$ cat config.mk
export PLATFORM = sky130hd
export DESIGN_NAME = ats_core
export DESIGN_NICKNAME = d
export VERILOG_FILES = /design/src/hw/ats_pkg.sv /design/src/hw/ats_core.sv
export SDC_FILE = /design/constraint.sdc
export NUM_CORES = 2
export LEC_CHECK = 0
export ABC_AREA = 1
export BUFFER_PORTS_ARGS = -buffer_cell sky130_fd_sc_hd__buf_2
export CAP_MARGIN = 20
export CORE_MARGIN = 2
export CORE_UTILIZATION = 40
export DETAILED_ROUTE_END_ITERATION = 6
export GPL_ROUTABILITY_DRIVEN = 0
export PLACE_DENSITY_LB_ADDON = 0.2
export SLEW_MARGIN = 40
export SYNTH_ARGS = -nofsm -noshare
export SYNTH_HDL_FRONTEND = slang
export SYNTH_SLANG_ARGS = --single-unit
$ cat constraint.sdc
create_clock -name clk_i -period 57.1 [get_ports clk_i]
set_input_delay 8.565 -clock clk_i [delete_from_list [all_inputs] [get_ports clk_i]]
set_output_delay 8.565 -clock clk_i [all_outputs]
set_load 0.1 [all_outputs]
$ cat src/hw/ats_pkg.sv
// Constants, types and state layout of the security and sense command block.
// Assumes one 10 MHz clock and a task-file port with 16-bit data.
`default_nettype none
package ats_pkg;
    // ----------------------------------------------------------------
    // Task-file register indices
    // ----------------------------------------------------------------
    localparam logic [2:0] REG_DATA = 3'h0;
    localparam logic [2:0] REG_ERR_FEAT = 3'h1;
    localparam logic [2:0] REG_SEC_COUNT = 3'h2;
    localparam logic [2:0] REG_SEC_NUM = 3'h3;
    localparam logic [2:0] REG_CYL_LOW = 3'h4;
    localparam logic [2:0] REG_CYL_HIGH = 3'h5;
    localparam logic [2:0] REG_DEV_HEAD = 3'h6;
    localparam logic [2:0] REG_STAT_CMD = 3'h7;

    // ----------------------------------------------------------------
    // Command codes
    // ----------------------------------------------------------------
    localparam logic [7:0] CMD_SENSE = 8'h03;
    localparam logic [7:0] CMD_SET_PW = 8'hF1;
    localparam logic [7:0] CMD_PREPARE = 8'hF3;
    localparam logic [7:0] CMD_ERASE = 8'hF4;
    localparam logic [7:0] CMD_FREEZE = 8'hF5;
    localparam logic [7:0] CMD_DISABLE = 8'hF6;

    // ----------------------------------------------------------------
    // Extended error codes
    // ----------------------------------------------------------------
    localparam logic [7:0] EXT_NONE = 8'h00;
    localparam logic [7:0] EXT_SELFTEST_OK = 8'h01;
    localparam logic [7:0] EXT_MISC = 8'h09;
    localparam logic [7:0] EXT_BAD_ADDR = 8'h21;
    localparam logic [7:0] EXT_OVERFLOW = 8'h2F;
    localparam logic [7:0] EXT_UNCORR = 8'h11;
    localparam logic [7:0] EXT_CORR = 8'h18;
    localparam logic [7:0] EXT_DIAG_FAIL = 8'h05;
    localparam logic [7:0] EXT_IDNF = 8'h10;
    localparam logic [7:0] EXT_SPARE_OUT = 8'h3A;
    localparam logic [7:0] EXT_ABORTED = 8'h1F;

    // ----------------------------------------------------------------
    // Register bits and sector layout
    // ----------------------------------------------------------------
    localparam logic [7:0] ERR_ABRT = 8'h04;
    localparam int ST_BSY = 7;
    localparam int ST_DRDY = 6;
    localparam int ST_DRQ = 3;
    localparam int ST_ERR = 0;
    localparam int CTL_ID_BIT = 0;
    localparam int CTL_LEVEL_BIT = 8;
    localparam logic [7:0] PW_FIRST_WORD = 8'h01;
    localparam logic [7:0] PW_LAST_WORD = 8'h10;
    localparam logic [7:0] SECTOR_LAST_WORD = 8'hFF;
    localparam int PW_WORDS = 16;

    typedef enum logic [3:0] {
        CAUSE_NONE, CAUSE_SELFTEST_OK, CAUSE_MISC, CAUSE_BAD_ADDR,
        CAUSE_OVERFLOW, CAUSE_UNCORR, CAUSE_CORR, CAUSE_DIAG_FAIL,
        CAUSE_IDNF, CAUSE_SPARE_OUT, CAUSE_ABORTED
    } ats_cause_t;

    typedef enum logic [1:0] {ST_IDLE, ST_XFER, ST_EXEC} ats_phase_t;

    typedef logic [PW_WORDS-1:0][15:0] ats_pw_t;

    typedef struct packed {
        logic [2:0] addr;
        logic [15:0] wdata;
        logic wr;
        logic rd;
    } ats_bus_t;

    typedef struct packed {
        ats_phase_t phase;
        logic [7:0] cmd;
        logic [7:0] word_cnt;
        logic [15:0] ctl_word;
        ats_pw_t rx_pw;
        ats_pw_t user_pw;
        ats_pw_t master_pw;
        logic user_set;
        logic level_max;
        logic lock_en;
        logic frozen;
        logic prepared;
        logic [7:0] err;
        logic err_flag;
        logic [7:0] sense;
        logic [7:0] sec_count;
        logic [7:0] sec_num;
        logic [7:0] cyl_low;
        logic [7:0] cylinder_high_byte;
        logic [7:0] dev_head;
        logic [7:0] feature;
        logic [15:0] rdata;
        logic intrq;
        logic erase;
        logic wear;
    } ats_state_t;
endpackage
`default_nettype wire

$ cat src/hw/ats_core.sv
// Security and request-sense command interpreter of the drive.
// Assumes the host obeys BSY and DRQ and writes one 256-word sector.
//
// Implementation choices: the address map and the address-and-strobe port.
`default_nettype none
module ats_core
    import ats_pkg::*;
(
    input wire logic clk_i,
    input wire logic srst_i,
    input wire logic nv_init_i,
    input wire logic security_en_i,
    input wire logic [2:0] addr_i,
    input wire logic [15:0] wdata_i,
    input wire logic wr_i,
    input wire logic rd_i,
    input wire logic sense_evt_i,
    input wire ats_cause_t sense_cause_i,
    output logic [15:0] rdata_o,
    output logic intrq_o,
    output logic erase_o,
    output logic wear_level_o
);
    // ----------------------------------------------------------------
    // Extended error encoding
    // ----------------------------------------------------------------
    function automatic logic [7:0] cause_code(input ats_cause_t c);
        logic [7:0] code;
        code = EXT_NONE;
        unique case (c)
            CAUSE_NONE: code = EXT_NONE;
            CAUSE_SELFTEST_OK: code = EXT_SELFTEST_OK;
            CAUSE_MISC: code = EXT_MISC;
            CAUSE_BAD_ADDR: code = EXT_BAD_ADDR;
            CAUSE_OVERFLOW: code = EXT_OVERFLOW;
            CAUSE_IDNF: code = EXT_IDNF;
            CAUSE_ABORTED: code = EXT_ABORTED;
            CAUSE_UNCORR: code = EXT_UNCORR;
            CAUSE_CORR: code = EXT_CORR;
            CAUSE_DIAG_FAIL: code = EXT_DIAG_FAIL;
            CAUSE_SPARE_OUT: code = EXT_SPARE_OUT;
            default: code = EXT_MISC;
        endcase
        return code;
    endfunction

    function automatic logic needs_sector(input logic [7:0] c);
        return (c == CMD_SET_PW) || (c == CMD_ERASE) || (c == CMD_DISABLE);
    endfunction

    ats_state_t state_r;
    ats_state_t state_nxt;
    ats_bus_t bus;
    logic id_master;
    logic pw_match;
    logic done;
    logic abort;

    assign bus = '{addr: addr_i, wdata: wdata_i, wr: wr_i, rd: rd_i};
    assign id_master = state_r.ctl_word[CTL_ID_BIT];

    // Master is never accepted at maximum level
    always_comb begin
        if (id_master) begin
            pw_match = (state_r.rx_pw == state_r.master_pw) &&
                !state_r.level_max;
        end else begin
            pw_match = state_r.user_set &&
                (state_r.rx_pw == state_r.user_pw);
        end
    end

    // ----------------------------------------------------------------
    // Next state
    // ----------------------------------------------------------------
    always_comb begin
        state_nxt = state_r;
        done = 1'b0;
        abort = 1'b0;
        state_nxt.erase = 1'b0;
        state_nxt.wear = 1'b0;
        state_nxt.rdata = 16'h0000;

        if (bus.rd) begin
            unique case (bus.addr)
                REG_DATA: state_nxt.rdata = 16'h0000;
                REG_ERR_FEAT: state_nxt.rdata = {8'h00, state_r.err};
                REG_SEC_COUNT: state_nxt.rdata = {8'h00, state_r.sec_count};
                REG_SEC_NUM: state_nxt.rdata = {8'h00, state_r.sec_num};
                REG_CYL_LOW: state_nxt.rdata = {8'h00, state_r.cyl_low};
                REG_CYL_HIGH: begin
                    state_nxt.rdata = {8'h00, state_r.cylinder_high_byte};
                end
                REG_DEV_HEAD: state_nxt.rdata = {8'h00, state_r.dev_head};
                REG_STAT_CMD: begin
                    state_nxt.rdata = 16'h0000;
                    state_nxt.rdata[ST_BSY] = (state_r.phase == ST_EXEC);
                    state_nxt.rdata[ST_DRDY] = 1'b1;
                    state_nxt.rdata[ST_DRQ] = (state_r.phase == ST_XFER);
                    state_nxt.rdata[ST_ERR] = state_r.err_flag;
                    state_nxt.intrq = 1'b0;
                end
            endcase
        end

        if (sense_evt_i) begin
            state_nxt.sense = cause_code(sense_cause_i);
        end

        unique case (state_r.phase)
            ST_IDLE: begin
                if (bus.wr) begin
                    unique case (bus.addr)
                        REG_DATA: ;
                        REG_ERR_FEAT: state_nxt.feature = bus.wdata[7:0];
                        REG_SEC_COUNT: state_nxt.sec_count = bus.wdata[7:0];
                        REG_SEC_NUM: state_nxt.sec_num = bus.wdata[7:0];
                        REG_CYL_LOW: state_nxt.cyl_low = bus.wdata[7:0];
                        REG_CYL_HIGH: begin
                            state_nxt.cylinder_high_byte = bus.wdata[7:0];
                        end
                        REG_DEV_HEAD: state_nxt.dev_head = bus.wdata[7:0];
                        REG_STAT_CMD: begin
                            state_nxt.cmd = bus.wdata[7:0];
                            state_nxt.word_cnt = 8'h00;
                            state_nxt.phase = needs_sector(bus.wdata[7:0]) ?
                                ST_XFER : ST_EXEC;
                        end
                    endcase
                end
            end
            ST_XFER: begin
                if (bus.wr && bus.addr == REG_DATA) begin
                    if (state_r.word_cnt == 8'h00) begin
                        state_nxt.ctl_word = bus.wdata;
                    end else if (state_r.word_cnt <= PW_LAST_WORD) begin
                        state_nxt.rx_pw[state_r.word_cnt[3:0] -
                            PW_FIRST_WORD[3:0]] = bus.wdata;
                    end
                    state_nxt.word_cnt = state_r.word_cnt + 8'h01;
                    if (state_r.word_cnt == SECTOR_LAST_WORD) begin
                        state_nxt.phase = ST_EXEC;
                    end
                end
            end
            ST_EXEC: begin
                done = 1'b1;
                state_nxt.phase = ST_IDLE;
                unique case (state_r.cmd)
                    CMD_SENSE: begin
                        state_nxt.err = state_r.sense;
                        state_nxt.sense = EXT_NONE;
                    end
                    CMD_PREPARE: ;
                    CMD_FREEZE: begin
                        if (security_en_i) begin
                            state_nxt.frozen = 1'b1;
                            state_nxt.sec_count = 8'h00;
                        end else begin
                            state_nxt.wear = 1'b1;
                        end
                    end
                    CMD_SET_PW: begin
                        if (state_r.frozen) begin
                            abort = 1'b1;
                        end else if (id_master) begin
                            state_nxt.master_pw = state_r.rx_pw;
                        end else begin
                            // Lock is not armed here, only at next reset
                            state_nxt.user_pw = state_r.rx_pw;
                            state_nxt.user_set = 1'b1;
                            state_nxt.level_max =
                                state_r.ctl_word[CTL_LEVEL_BIT];
                        end
                    end
                    CMD_DISABLE: begin
                        if (state_r.frozen || !pw_match) begin
                            abort = 1'b1;
                        end else begin
                            state_nxt.user_set = 1'b0;
                            state_nxt.lock_en = 1'b0;
                        end
                    end
                    CMD_ERASE: begin
                        // Host arms this by a prepare just before
                        if (state_r.frozen || !state_r.prepared ||
                            !pw_match) begin
                            abort = 1'b1;
                        end else begin
                            state_nxt.user_set = 1'b0;
                            state_nxt.lock_en = 1'b0;
                            state_nxt.erase = 1'b1;
                        end
                    end
                    default: abort = 1'b1;
                endcase
            end
        endcase

        if (done) begin
            state_nxt.prepared = (state_r.cmd == CMD_PREPARE);
            state_nxt.intrq = 1'b1;
            state_nxt.err_flag = abort;
            if (abort) begin
                state_nxt.err = ERR_ABRT;
                state_nxt.sense = EXT_ABORTED;
            end else if (state_r.cmd != CMD_SENSE) begin
                state_nxt.err = 8'h00;
                // A clean finish leaves no stale code for the next sense
                if (!sense_evt_i) begin
                    state_nxt.sense = EXT_NONE;
                end
            end
        end
    end

    // ----------------------------------------------------------------
    // State register
    // ----------------------------------------------------------------
    // Passwords and level survive reset unless nv_init_i is set; frozen and prepare do not
    always_ff @(posedge clk_i) begin
        if (srst_i) begin
            state_r <= state_r;
            state_r.phase <= ST_IDLE;
            state_r.frozen <= 1'b0;
            state_r.prepared <= 1'b0;
            state_r.lock_en <= state_r.user_set && !nv_init_i;
            state_r.err <= 8'h00;
            state_r.err_flag <= 1'b0;
            state_r.sense <= EXT_NONE;
            state_r.rdata <= 16'h0000;
            state_r.intrq <= 1'b0;
            state_r.erase <= 1'b0;
            state_r.wear <= 1'b0;
            state_r.word_cnt <= 8'h00;
            state_r.cmd <= 8'h00;
            if (nv_init_i) begin
                state_r.user_pw <= '0;
                state_r.master_pw <= '0;
                state_r.rx_pw <= '0;
                state_r.ctl_word <= 16'h0000;
                state_r.user_set <= 1'b0;
                state_r.level_max <= 1'b0;
                state_r.sec_count <= 8'h00;
                state_r.sec_num <= 8'h00;
                state_r.cyl_low <= 8'h00;
                state_r.cylinder_high_byte <= 8'h00;
                state_r.dev_head <= 8'h00;
                state_r.feature <= 8'h00;
            end
        end else begin
            state_r <= state_nxt;
        end
    end

    assign rdata_o = state_r.rdata;
    assign intrq_o = state_r.intrq;
    assign erase_o = state_r.erase;
    assign wear_level_o = state_r.wear;
endmodule
`default_nettype wire

== Yosys cells after proc, flatten, opt, wreduce, memory -nomap -nowiden ==
Memories as Yosys holds them, arrays and structs flattened.
Cells that the tools add are included.
Operators by class
  reductions and logical operators: 54
  multiplexer cells: 69
  bitwise gates (word level): 4
  equality and inequality tests: 38
  add/sub/neg operators: 2
  $lt $le $gt $ge: 3
Operator list (number)
  $mux 256: 4
  $mux 866: 1
  $mux 779: 1
  $mux 516: 1
  $mux 514: 1
  $eq 256x256->1: 2
  $mux 512: 1
  $mux 280: 1
  $mux 265: 1
  $bwmux 256: 1
  $mux 8: 18
  $pmux 16 s8: 1
  $mux 48: 2
  $eq 8x8->1 const B: 9
  $demux 16 s4: 1
  $mux 18: 3
  $mux 40: 1
  $mux 16: 2
  $pmux 8 s2: 2
  $reduce_bool 2->1: 16
  $reduce_and 4->1: 7
  $ne 3x3->1 const B: 6
  $mux 1: 17
  $mux 17: 1
  36 further kinds: 70
Word-level totals
  memories kept: 1
  ROM bits: 96
  register bits after elaboration: 875
  output and inout port bits: 19
Memories
  (name not given): depth 16, bits a word 6, rd ports 1, clocked after memory_dff 0, wr ports 0, RTL line ats_core.sv:30  | unique case (c)

== Longest topological paths before layout ==
  depth after elaboration: 11
  mapped depth: 17
  gate-level depth less buffers: 17

== Least setup slack after synthesis ==
OpenSTA, ideal clock, no wires.
  path type: input port to flip-flop
  start point: in srst_i
  end point: reg state_r[601] (netlist name), enable pin
  stages: 5
  arrival time: 35263 ps
  library setup time: 1587 ps
  slack: 20250 ps
  buffers on the path: 2
  cell sequence: inv_1 > clkbuf_1 > clkbuf_1 > nor2_1 > nor4b_1
Between the ends
  cells in the longest elaborated chain, start to end: 2
  elaborated cells on any way between the ends: 6
  classes of those cells: eq/ne (2); reduce/logical (4)
RTL lines
  from (decl): RTL line ats_core.sv:10  | input wire logic srst_i,
  $ne 2x2->1 (no source line), or another cell as far along
  $reduce_and 5->1 (no source line) *
  to (signal assigned): RTL line ats_core.sv:223  | state_r <= state_r;
  to (decl): RTL line ats_core.sv:51  | ats_state_t state_r;
Mark *: on every way between the ends. The rest lies on a longest branch, timed or not.
A chain may end at the register's enable or synchronous reset.

== Final worst setup path ==
  start point: in srst_i
  end point: reg state_r[823] (netlist name), enable pin
Same word-level chain as after synthesis.

==> reports/metrics.cfg <==
[status]
status = finished clean

[yosys]
async_flop_share = 0
synth_edf_count = 812
synth.area.top_cells = edfxtp_1 (61%), nand2_1 (8.8%), o21ai_0 (6.3%)
ys_seq_elements = 860
yosys.area.top_type = edfxtp_1
synth_top_cell_area_share = 0.6113
synth_cell_types = 50
synth_cells = 4141
mappedNetlistArea_sq_um = 39890
yosys_warnings = 0
ys.flop_type = edfxtp_1
seq_area_frac_synth = 0.6354
synth_area_per_cell_sq_um = 9.633

[floorplanning]
dieHeight_microns = 319.8
pin_count = 49
core_area_sq_um = 98560
die_area_sq_um = 102300
die-width_microns = 319.8
row_count = 115
start_util = 0.4047

[clock_tree]
hold_buffers = 0
cts.sinks = 860
numCtsBuffers = 95
ctsRootBufferMaster = clkbuf_16
clk_latency_ns = 0.67
clkTransAtPathRegs_ns = 0.06
clockBufferDepth = 3
htree_levels = 3
cts_tree = done
cts_resized = 0
post_cts_buffers = 0

[routing]
route.detailed.drc = 0
drtAntennaViolNets = 0
first_pass_iters = 6
via_count = 29330
dr.first_iter.drc_count = 3175
via_per_inst = 5.297
routedWlPerCell_microns = 23.10
routed_wl_microns = 127900

[setup_path]
startpoint_type = input port
critPathKind = input port to register
crit_fanout = 127
cp.required_ns = 57.39
cp-end-kind = register
arrival_ns = 12.29

[final_layout]
drive_gt1_frac = 0.05460
fin_util = 0.4516
antennaDiodeCount = 0
nets = 4216
final_common_cell = nand2_1
final_cell_mix = nand2_1 (929), edfxtp_1 (812), nor2_1 (595)
area_growth_pct = 11.59
fillerInstances = 9359

[grt]
grt_pass1_wl_microns = 184400
grt_pass1_vias = 27550
grt_use_total = 0.2470
overflow = 0
grt_max_degree = 130
antenna_found_initial = 7

[power_and_ir_drop]
leakagePower_nw = 17.58
p_per_area_nw_per_um2 = 33.17
ir_drop_mv = 0.02740
finalPower_mw = 1.476

[sta]
tns_ns = 0
tightestPinTransition_ns = 0.9060
setup_viol = 0
hold_violations = 0
finalMaxSlewViolations = 0
finalCriticalPeriod_ns = 12.00
max_freq_ghz = 0.08335
min_period_over_period = 0.2101
fin_skew_ns = 0.02745
rsz0062_at_grt = no
maxSlewHeadroom = 0.3896

[run]
cap_viol_max_count = 0

[place]
dp_hpwl_microns = 84290
portBuffers = 40

[worst_hold_path]
hp-class = register to register

stage by stage:
step	setup slack, ns	instances	hold WS (ns)	instance area, sq um
3_3_place_gp	43.82	5358	0.4357	41410
4_1_cts	45.06	5534	0.4500	44460
6_report	45.10	5536	0.4473	44510
3_5_place_dp	44.37	5361	0.4416	41530
2_1_floorplan	20.25	4148	0.4247	39910
5_1_grt	44.89	5536	0.4737	44510
synthesized netlist by cell type, types with 6 or more instances:
cell,number
dfxtp_1,48
inv_1,522
a211oi_1,9
a22oi_1,6
xnor2_1,51
nor2_1,595
nor3_1,41
o22ai_1,26
nand2_1,930
edfxtp_1,812
o21ai_0,506
ha_1,13
nand3_1,23
xor2_1,69
a21oi_1,283
buf_2,10
clkbuf_1,120
buf_4,17
sequential cells by signal, summed over array words and instances, names as in the netlist:
| register | flops |
|---|---|
| rdata_o | 8 |
| wear_level_o | 1 |
| erase_o | 1 |
| id_master | 1 |
| intrq_o | 1 |
| state_r | 848 |
final timing paths:
path	depth (start not counted)	end	slack, ns	start
min reg2reg	2	state_r[74]	0.45	state_r[74]
min	2	state_r[74]	0.45	state_r[74]
max reg2reg	10	state_r[823]	52.98	state_r[873]
max	8	state_r[823]	45.10	srst_i
routing by layer:
metal / share of wire / up-vias / track usage
li1: - / 13830 / -
met1: 0.43 / 14190 / 0.3529
met2: 0.46 / 1144 / 0.3944
met3: 0.079 / 163 / 0.02951
met4: 0.030 / 2 / 0.07558
met5: 0.00013 / - / 0
power by group:
| part | total [mW] | internal (mW) | switching (mW) |
|---|---|---|---|
| combinational | 0.138 | 0.0315 | 0.107 |
| sequential | 0.748 | 0.732 | 0.0161 |
| clock | 0.591 | 0.330 | 0.260 |
| total | 1.48 | 1.09 | 0.383 |
cells by family (layout without fill, tap and decap cells):
logic type      count (synthesis)  after routing  share of synthesized area
fa+ha+maj                      13             13                   0.004078
buf+inv                       675            776                    0.06562
compound gates                855            855                     0.1110
simple gates                 1617           1617                     0.1575
other cells                     1              8                 0.00009401
flops                         860            860                     0.6354
xor+xnor                      120            120                    0.02635
critical path: stages:
cell	delay, ns
buf_2	0.30
inv_8	0.64
nor2_1	0.11
nor4b_2	0.33
buf_4	0.56
buf_12	0.43
buf_16	0.42
buf_6	0.67
cell type report:
class	instances	area (sq um)	area share
Clock buffer	124	2516	0.05653
Sequential cell	860	25340	0.5694
Timing Repair Buffer	77	639.4	0.01436
Multi-Input combinational cell	2613	11990	0.2694
Tap cell	1287	1610	0.03618
Inverter	526	1989	0.04469
Clock inverter	49	420.4	0.009445
Power figures use the tool's default switching activity.
